## config.mk

```make
export PLATFORM = sky130hd
export DESIGN_NAME = sfpi_front
export DESIGN_NICKNAME = d
export VERILOG_FILES = /design/src/sfpi_pkg.sv /design/src/sfpi_protect.sv /design/src/sfpi_front.sv
export SDC_FILE = /design/constraint.sdc
export NUM_CORES = 1
export LEC_CHECK = 0
export BUFFER_PORTS_ARGS = -buffer_cell sky130_fd_sc_hd__buf_2
export CAP_MARGIN = 10
export CORE_MARGIN = 2
export CORE_UTILIZATION = 54
export CTS_CLUSTER_SIZE = 40
export DETAILED_ROUTE_END_ITERATION = 10
export PLACE_DENSITY = 0.9
export SYNTH_ARGS = -nofsm -noshare
export SYNTH_HDL_FRONTEND = slang
export SYNTH_SLANG_ARGS = --single-unit
```

## constraint.sdc

```tcl
create_clock -name clk_sys -period 4.1 [get_ports clk_sys]
set_input_delay 0 -clock clk_sys [delete_from_list [all_inputs] [get_ports clk_sys]]
set_output_delay 0 -clock clk_sys [all_outputs]
set_load 0.005 [all_outputs]
```

## src/sfpi_pkg.sv

```systemverilog
// shared constants and types for the serial flash pin front end
package sfpi_pkg;

   // one-hot lane width of the current transfer phase
   typedef enum logic [2:0] {
      SFPI_W1 = 3'b001,
      SFPI_W2 = 3'b010,
      SFPI_W4 = 3'b100
   } sfpi_width_e;

   localparam int unsigned SFPI_BYTE_BITS   = 8;
   localparam int unsigned SFPI_CNT_W       = 4;
   localparam int unsigned SFPI_SYNC_STAGES = 2;

   // array geometry: address and log2 field widths, then sizes as log2 byte counts
   localparam int unsigned SFPI_ADDR_W      = 18;
   localparam int unsigned SFPI_LOG_W       = 5;
   localparam logic [4:0]  SFPI_SECTOR_LOG2 = 5'h0C;
   localparam logic [4:0]  SFPI_SEC_MAX_LOG2 = 5'h0F;
   localparam logic [4:0]  SFPI_BLOCK_LOG2  = 5'h10;
   localparam logic [4:0]  SFPI_ARRAY_LOG2  = 5'h12;

   // values after reset
   localparam logic [3:0]  SFPI_OE_N_RST    = 4'hF;
   localparam logic [3:0]  SFPI_CNT_RST     = 4'h0;
   localparam logic [7:0]  SFPI_BYTE_RST    = 8'h00;
   localparam logic        SFPI_FOUR_RST    = 1'b0;

endpackage

```

## src/sfpi_protect.sv

```systemverilog
// array region decode from the block protect bits
`timescale 1ns/1ps

module sfpi_protect (
   input  wire logic                              protect_complement,
   input  wire logic                              sector_granularity,
   input  wire logic                              top_bottom_select,
   input  wire logic [2:0]                        block_protect,
   input  wire logic [sfpi_pkg::SFPI_ADDR_W-1:0]  check_addr,
   output logic                                   addr_hit
);
   import sfpi_pkg::*;

   logic [SFPI_LOG_W-1:0]  size_log;
   logic [SFPI_ADDR_W-1:0] low_mask;
   logic                   in_top;
   logic                   in_bottom;
   logic                   in_region;
   logic [SFPI_LOG_W-1:0]  sec_log;

   // sector mode grows 4KB by doubling and stops at 32KB
   assign sec_log = SFPI_SECTOR_LOG2 + {2'b00, block_protect} - 5'h01;

   assign size_log =
      sector_granularity ?
         ((block_protect > 3'h4) ? SFPI_SEC_MAX_LOG2 : sec_log) :
      (block_protect > 3'h2) ? SFPI_ARRAY_LOG2 :
         SFPI_BLOCK_LOG2 + {2'b00, block_protect} - 5'h01;

   assign low_mask  = ~({SFPI_ADDR_W{1'b1}} << size_log);
   assign in_top    = &(check_addr | low_mask);
   assign in_bottom = ~|(check_addr & ~low_mask);
   assign in_region = (block_protect != 3'h0) &&
                      (top_bottom_select ? in_bottom : in_top);
   // complement turns the region into its remainder
   assign addr_hit  = in_region ^ protect_complement;

endmodule // sfpi_protect

```

## src/sfpi_front.sv

```systemverilog
// pin-level front end: select, shifting, pause and protection gating
`timescale 1ns/1ps

// Functional notes
// - single-line mode samples host bits on the input line at clock rise
// - single-line mode drives read data on the output line at clock fall
// - multi-line modes share lines both ways: sample on rise, drive on fall
// - quad and four-line operations only allowed while quad enable is set
// - with quad enable set, protect and pause pins become lines two, three
// - chip select high deselects and floats every data output
// - internal erase, program or status write continues after deselect
// - chip select low selects: commands accepted, read data returned
// - after power-up commands ignored until one select falling edge
// - pause low while selected floats output, ignores data and clock
// - pause release resumes the operation exactly where it stopped
// - quad enable set removes the pause function from its pin
// - write-protect pin with status protect bits blocks status writes
// - protect bits select a region from one 4KB sector to whole array
// - quad enable set removes the write-protect function from its pin
// - clock modes 0 and 3 both work; host idles clock per mode
// - pause starts and ends at pin edge if clock low, else next fall
// - pause only works in single and dual operation
// - reset state is SPI mode; four-line entry needs quad enable
module sfpi_front (
   input  wire logic                             clk_sys,
   input  wire logic                             rst,
   input  wire logic                             spi_clk_pin,
   input  wire logic                             chip_sel_n_pin,
   input  wire logic                             io_line_0_in,
   input  wire logic                             io_line_1_in,
   input  wire logic                             io_line_2_in,
   input  wire logic                             io_line_3_in,
   output logic                                  io_line_0_out,
   output logic                                  io_line_1_out,
   output logic                                  io_line_2_out,
   output logic                                  io_line_3_out,
   output logic                                  io_line_0_oe_n,
   output logic                                  io_line_1_oe_n,
   output logic                                  io_line_2_oe_n,
   output logic                                  io_line_3_oe_n,
   input  wire logic                             quad_enable_bit,
   input  wire logic [1:0]                       status_protect_bits,
   input  wire logic                             protect_complement,
   input  wire logic                             sector_granularity,
   input  wire logic                             top_bottom_select,
   input  wire logic                             block_protect_2,
   input  wire logic                             block_protect_1,
   input  wire logic                             block_protect_0,
   input  wire sfpi_pkg::sfpi_width_e            width_req,
   input  wire logic                             enter_four_line,
   input  wire logic                             exit_four_line,
   input  wire logic                             soft_reset,
   input  wire logic                             drive_req,
   input  wire logic [7:0]                       tx_data,
   output logic                                  tx_taken,
   output logic [7:0]                            rx_data,
   output logic                                  rx_valid,
   output logic                                  frame_start,
   output logic                                  frame_end,
   output logic                                  selected,
   output logic                                  paused,
   output logic                                  four_line_instruction_mode,
   output sfpi_pkg::sfpi_width_e                 width_active,
   input  wire logic                             cycle_start,
   input  wire logic                             cycle_done,
   output logic                                  cycle_busy,
   input  wire logic [sfpi_pkg::SFPI_ADDR_W-1:0] check_addr,
   output logic                                  addr_protected,
   output logic                                  status_write_ok
);
   import sfpi_pkg::*;

   // pin order in the synchroniser: clk, cs_n, io0..io3
   localparam int unsigned NPIN = 6;

   logic [NPIN-1:0] pin_raw;
   logic [NPIN-1:0] sync1_r;
   logic [NPIN-1:0] sync2_r;
   logic            sclk_s;
   logic            cs_n_s;
   logic [3:0]      io_s;
   logic            sclk_d_r;
   logic            cs_n_d_r;
   logic            armed_r;
   logic            pause_r;
   logic            four_r;
   logic            busy_r;
   logic [7:0]      rx_sh_r;
   logic [3:0]      rx_cnt_r;
   logic [7:0]      rx_data_r;
   logic            rx_valid_r;
   logic [7:0]      tx_sh_r;
   logic [3:0]      tx_cnt_r;
   logic [3:0]      out_r;
   logic [3:0]      oe_n_r;
   logic            prot_r;
   logic            swok_r;
   logic            prot_hit;

   // width-dependent shift step in bits per clock
   function automatic logic [3:0] step_of(input sfpi_width_e w);
      unique case (w)
         SFPI_W1: step_of = 4'h1;
         SFPI_W2: step_of = 4'h2;
         SFPI_W4: step_of = 4'h4;
         default: step_of = 4'h1;
      endcase
   endfunction

   // top bits of a byte placed on {io3,io2,io1,io0}
   function automatic logic [3:0] lanes_of(input logic [7:0] b,
                                           input sfpi_width_e w);
      unique case (w)
         SFPI_W1: lanes_of = {2'b00, b[7], 1'b0};
         SFPI_W2: lanes_of = {2'b00, b[7], b[6]};
         SFPI_W4: lanes_of = b[7:4];
         default: lanes_of = 4'h0;
      endcase
   endfunction

   assign pin_raw = {io_line_3_in, io_line_2_in, io_line_1_in,
                     io_line_0_in, chip_sel_n_pin, spi_clk_pin};

   genvar gi;
   generate
      for (gi = 0; gi < NPIN; gi++) begin : g_sync
         always_ff @(posedge clk_sys or posedge rst) begin
            if (rst) begin
               sync1_r[gi] <= 1'b0;
               sync2_r[gi] <= 1'b0;
            end else begin
               sync1_r[gi] <= pin_raw[gi];
               sync2_r[gi] <= sync1_r[gi];
            end
         end
      end
   endgenerate

   assign sclk_s = sync2_r[0];
   assign cs_n_s = sync2_r[1];
   assign io_s   = sync2_r[5:2];

   // edges of the sampled pins; clock modes 0 and 3 need no special case
   wire sclk_rise = sclk_s & ~sclk_d_r;
   wire sclk_fall = ~sclk_s & sclk_d_r;
   wire cs_fall   = cs_n_d_r & ~cs_n_s;
   wire cs_rise   = ~cs_n_d_r & cs_n_s;

   // select counts only once a falling edge has been seen since reset
   wire sel_w     = ~cs_n_s & armed_r;

   wire four_on   = four_r & quad_enable_bit;
   wire quad_ok   = quad_enable_bit;
   sfpi_width_e eff_w;
   assign eff_w = four_on ? SFPI_W4 :
                  (width_req == SFPI_W4 && !quad_ok) ? SFPI_W1 :
                  width_req;

   // quad pins carry data, so hold and protect lose their pin function
   wire pause_ok  = !quad_enable_bit && eff_w != SFPI_W4;
   wire hold_n    = io_s[3];
   wire wp_on     = !quad_enable_bit && !io_s[2];

   wire active    = sel_w & ~pause_r;
   wire [3:0] stp = step_of(eff_w);
   wire [3:0] rx_sum = rx_cnt_r + stp;
   wire rx_take   = active & sclk_rise;
   wire rx_done   = rx_take && rx_sum == 4'(SFPI_BYTE_BITS);
   wire tx_shift  = active & sclk_fall & drive_req;
   wire tx_load   = tx_shift && tx_cnt_r == SFPI_CNT_RST;

   logic [7:0] rx_nxt;
   always_comb begin
      unique case (eff_w)
         SFPI_W1: rx_nxt = {rx_sh_r[6:0], io_s[0]};
         SFPI_W2: rx_nxt = {rx_sh_r[5:0], io_s[1:0]};
         SFPI_W4: rx_nxt = {rx_sh_r[3:0], io_s[3:0]};
         default: rx_nxt = rx_sh_r;
      endcase
   end

   wire [7:0] tx_src = tx_load ? tx_data : tx_sh_r;
   wire [3:0] oe_on  = {eff_w == SFPI_W4, eff_w == SFPI_W4, 1'b1,
                        eff_w != SFPI_W1};

   always_ff @(posedge clk_sys or posedge rst) begin
      if (rst) begin
         sclk_d_r <= 1'b0;
         cs_n_d_r <= 1'b0;
         armed_r  <= 1'b0;
      end else begin
         sclk_d_r <= sclk_s;
         cs_n_d_r <= cs_n_s;
         if (cs_fall)
            armed_r <= 1'b1;
      end
   end

   // pause follows the pin only while the clock is low
   always_ff @(posedge clk_sys or posedge rst) begin
      if (rst)
         pause_r <= 1'b0;
      else if (!sel_w)
         pause_r <= 1'b0;
      else if (!pause_ok)
         pause_r <= 1'b0;
      else if (!sclk_s)
         pause_r <= pause_ok & ~hold_n;
   end

   // leaving four-line mode when quad enable drops is done by four_on
   always_ff @(posedge clk_sys or posedge rst) begin
      if (rst)
         four_r <= SFPI_FOUR_RST;
      else if (soft_reset || exit_four_line)
         four_r <= 1'b0;
      else if (enter_four_line && quad_enable_bit)
         four_r <= 1'b1;
   end

   // not tied to select: the array cycle outlives the frame; set wins
   always_ff @(posedge clk_sys or posedge rst) begin
      if (rst)
         busy_r <= 1'b0;
      else if (cycle_start)
         busy_r <= 1'b1;
      else if (cycle_done)
         busy_r <= 1'b0;
   end

   // bit counts are cleared on deselect, shift registers keep their bits; a pause leaves all untouched
   always_ff @(posedge clk_sys or posedge rst) begin
      if (rst) begin
         rx_sh_r    <= SFPI_BYTE_RST;
         rx_cnt_r   <= SFPI_CNT_RST;
         rx_data_r  <= SFPI_BYTE_RST;
         rx_valid_r <= 1'b0;
      end else begin
         rx_valid_r <= rx_done;
         if (!sel_w) begin
            rx_cnt_r <= SFPI_CNT_RST;
         end else if (rx_take) begin
            rx_sh_r  <= rx_nxt;
            rx_cnt_r <= rx_done ? SFPI_CNT_RST : rx_sum;
         end
         if (rx_done)
            rx_data_r <= rx_nxt;
      end
   end

   always_ff @(posedge clk_sys or posedge rst) begin
      if (rst) begin
         tx_sh_r  <= SFPI_BYTE_RST;
         tx_cnt_r <= SFPI_CNT_RST;
         out_r    <= 4'h0;
      end else if (!sel_w) begin
         tx_cnt_r <= SFPI_CNT_RST;
      end else if (tx_shift) begin
         out_r    <= lanes_of(tx_src, eff_w);
         tx_sh_r  <= tx_src << stp;
         tx_cnt_r <= (tx_load ? 4'(SFPI_BYTE_BITS) : tx_cnt_r) - stp;
      end
   end

   // enables low only while selected, unpaused and in a read phase
   always_ff @(posedge clk_sys or posedge rst) begin
      if (rst)
         oe_n_r <= SFPI_OE_N_RST;
      else
         oe_n_r <= ~(oe_on & {4{active & drive_req}});
   end

   sfpi_protect u_protect (
      .protect_complement (protect_complement),
      .sector_granularity (sector_granularity),
      .top_bottom_select  (top_bottom_select),
      .block_protect      ({block_protect_2, block_protect_1,
                            block_protect_0}),
      .check_addr         (check_addr),
      .addr_hit           (prot_hit)
   );

   // lock bit blocks always; the low bit only with the pin asserted
   always_ff @(posedge clk_sys or posedge rst) begin
      if (rst) begin
         prot_r <= 1'b1;
         swok_r <= 1'b0;
      end else begin
         prot_r <= prot_hit;
         swok_r <= !status_protect_bits[1] &&
                   !(status_protect_bits[0] && wp_on);
      end
   end

   assign io_line_0_out  = out_r[0];
   assign io_line_1_out  = out_r[1];
   assign io_line_2_out  = out_r[2];
   assign io_line_3_out  = out_r[3];
   assign io_line_0_oe_n = oe_n_r[0];
   assign io_line_1_oe_n = oe_n_r[1];
   assign io_line_2_oe_n = oe_n_r[2];
   assign io_line_3_oe_n = oe_n_r[3];

   assign tx_taken       = tx_load;
   assign rx_data        = rx_data_r;
   assign rx_valid       = rx_valid_r;
   assign frame_start    = cs_fall;
   assign frame_end      = cs_rise & armed_r;
   assign selected       = sel_w;
   assign paused         = pause_r;
   assign four_line_instruction_mode = four_r;
   assign width_active   = eff_w;
   assign cycle_busy     = busy_r;
   assign addr_protected = prot_r;
   assign status_write_ok = swok_r;

endmodule // sfpi_front

```

==> impl_metrics.tcl <==
set metrics [dict create \
    status "completed" \
    ir_worst_vdd_v 0.000280 \
    dpl.hpwl_um 5950 \
    rr_worst_depth 13 \
    antenna_found_initial 0 \
    yosysMostFrequentCell "dfrtp_1" \
    yosysWarnings 0 \
    nFillCells 494 \
    cts_resized 0 \
    p_sw_share_pct 28.5 \
    cts_sinks 60 \
    firstDrtPassIters 6 \
    grt_overflow_total 0 \
    pwr-share-comb_pct 20.9 \
    grt_setup_unrepaired "no" \
    rows 29 \
    maxCapViolations 0 \
    worstPathRequired_ns 4.31 \
    die_h_um 84.3 \
    start_util_pct 55.5 \
    syn2layout_area_growth_pct 22.4 \
    hold_viol 0 \
    rrSetupSlack_ns 0.61 \
    synthArstFlopShare_pct 100 \
    vias 3179 \
    hp-class "in2reg" \
    grtUsageMet1_pct 29.4 \
    maxSlewViolCount 0 \
    synth_area_um2 3480 \
    coreArea_um2 6280 \
    netlist.area_leader.share_pct 40.2 \
    dp_cells 505 \
    crit_arrival_ns 3.70 \
    syn_nets 431 \
    synth_edf_count 0 \
    synth_cell_types 73 \
    clockRootBuffer "clkbuf_8" \
    via_per_inst 5.92 \
    drcViolationCount 0 \
    clk_pin_slew_ns 0.06 \
    cts_setup_buffers 0 \
    power_mw 1.56 \
    power.share.clock_pct 33.9 \
    setup_viol 0 \
    cts_buffers 9 \
    leakagePower_nw 2.09 \
    tns_ns 0 \
    critPathKind "reg2reg" \
    intPower_mw 1.11 \
    die_x_um 84.3 \
    grt_pass1_vias 3078 \
    use_met3_pct 5.80 \
    track_usage_pct 23.6 \
    use_met2_pct 39.4 \
    ant_nets 0 \
    syn_area_per_cell_um2 9.51 \
    syn_inst 366 \
    finalCritPeriodShare_pct 85.1 \
    cts_tree "done" \
    synth_common_cells "56 x dfrtp_1, 31 x nand2_1, 27 x nor2_1, 22 x o21ai_0, 21 x nand3_1" \
    grt_max_degree 61 \
    cts_max_level 3 \
    timing.rr.end "rx_data[4]$_DFFE_PP0P_" \
    routedWlPerCell_um 15.1 \
    antennaDiodeCount 0 \
    max_freq_ghz 0.287 \
    yosys-top-cells-area "dfrtp_1 40%, ha_1 4.0%, mux2_2 3.9%" \
    worst_slack_ns 0.612 \
    hold_end "out_r[3]$_DFFE_PP0P_" \
    dp_slack_ns 0.668 \
    clock_path_buffers 2 \
    busiest_layer "met2" \
    yosys_register_bits 60 \
    grt_pass1_wl_um 13600 \
    path_max_fanout 11 \
    ios 81 \
    final_nets 520 \
    p_sw_mw 0.445 \
    crit-reg2reg-launch "four_line_instruction_mode$_DFFE_PP0P_" \
    crit_path_end_kind "flip-flop" \
    synth_seq_area_share_pct 43.3 \
    wirelength_um 8100 \
    p_per_area_nw_per_um2 366 \
    gp_congestion 0.904 \
    drt_iter0_drc 229 \
    clock_skew_ns 0.00414 \
    port_buffers 80 \
    drive_above_1_share_pct 27.4 \
    max_slew_margin_pct 51.6 \
    period_needed_ns 3.49 \
    worstMarginPinSlew_ns 0.726 \
    whs_path_depth 3 \
    clock_latency_ns 0.33 \
    synth.largest_area_cell "dfrtp_1" \
    final_cells 537 \
    startpoint_type "flip-flop" \
    synth_ff_type "dfrtp_1" \
    seqPwrFrac_pct 45.2 \
    dieArea_um2 7110 \
    hp-start "tx_data[7]" \
]
[repair_timing]
| item | CTS | global route |
|---|---|---|
| endpoints found under the setup margin | 0 | 0 |
| endpoints found under the hold margin | 68 | 0 |
| hold buffers | 16 | 0 |
[worst max path at each step]
stage	startpoint	to	cells after the start
after floorplan	four_line_instruction_mode$_DFFE_PP0P_	rx_data[3]$_DFFE_PP0P_	13
after global placement	four_line_instruction_mode$_DFFE_PP0P_	rx_data[7]$_DFFE_PP0P_	13
after detailed placement	four_line_instruction_mode$_DFFE_PP0P_	rx_data[4]$_DFFE_PP0P_	13
after CTS	four_line_instruction_mode$_DFFE_PP0P_	rx_data[4]$_DFFE_PP0P_	13
after global routing	four_line_instruction_mode$_DFFE_PP0P_	rx_data[4]$_DFFE_PP0P_	13
final	four_line_instruction_mode$_DFFE_PP0P_	rx_data[4]$_DFFE_PP0P_	13
[per-layer routing]
metal  part of all wire, %  wire length (um)  vias up
li1                      -                 -     1520
met1                    41              3340     1497
met2                    49              3980      143
met3                   7.4               599       19
met4                   2.2               178        0
met5                     0                 0        -
[cell usage in the layout, fill, tap and decap left out, drive strengths merged, types with 7 or more instances in the layout]
cell type    instances
clkbuf              12
mux2i               11
nor2b                7
a21oi               17
ha                  11
buf                 82
mux2                12
nand2               31
dfrtp               56
o21ai               35
nand3               21
inv                 22
nor2                27
dlygate4sd3         16
[final cells by class]
class                   count  area [um^2]  share of cell area (%)
flip-flops and latches     60         1510                    35.3
multi-input cells         264         1800                    42.2
inverters                  22         82.6                    1.94
repair buffers             98          576                    13.5
clock buffers              12          155                    3.64
well taps                  77         96.3                    2.26
clock inverters             4         47.5                    1.12
[cells by family after synthesis]
group           synth area share (%)
simple gates                    17.6
compound gates                  20.9
flops                           43.3
buf+inv                         5.10
mux                             7.04
fa+ha+maj                       5.10
xor+xnor                        1.01
[state kept, by name (all words and copies together) (netlist names), 3 cells and up]
signal,cells
rx_sh_r,8
sync1_r,6
out_r,4
oe_n_r,3
tx_cnt_r,4
tx_sh_r,8
rx_data,8
io_s,3
rx_cnt_r,4
[metrics by stage]
| step | hold WS (ns) | area (um^2) | utilization (%) |
|---|---|---|---|
| after detailed placement | 0.109 | 3900 | 62.1 |
| final | 0.0666 | 4260 | 67.9 |
| after global placement | 0.109 | 3900 | 62.1 |
| after floorplan | 0.0314 | 3480 | - |
| after global routing | 0.102 | 4260 | 67.9 |
| after CTS | 0.0553 | 4260 | 67.9 |
[critical path: stages, from the launching register on]
cell      delay (ns)
dfrtp_1         0.39
nand2_1         0.07
nand2_1         0.12
or3_1           0.43
nand2_1         0.24
inv_1           0.18
ha_1            0.18
inv_1           0.05
fa_1            0.37
xor2_1          0.23
and3_1          0.23
nand3b_1        0.26
inv_1           0.24
mux2_2          0.37
[power groups by stage]
| stage | clock network [mW] | logic (mW) | registers [mW] |
|---|---|---|---|
| floorplan | 0 | 0.224 | 0.700 |
| global placement | 0 | 0.302 | 0.709 |
| detailed placement | 0 | 0.311 | 0.713 |
| CTS | 0.540 | 0.324 | 0.703 |
| global route | 0.566 | 0.364 | 0.711 |
| finish | 0.529 | 0.325 | 0.705 |
(Power assumes the default switching activity.)
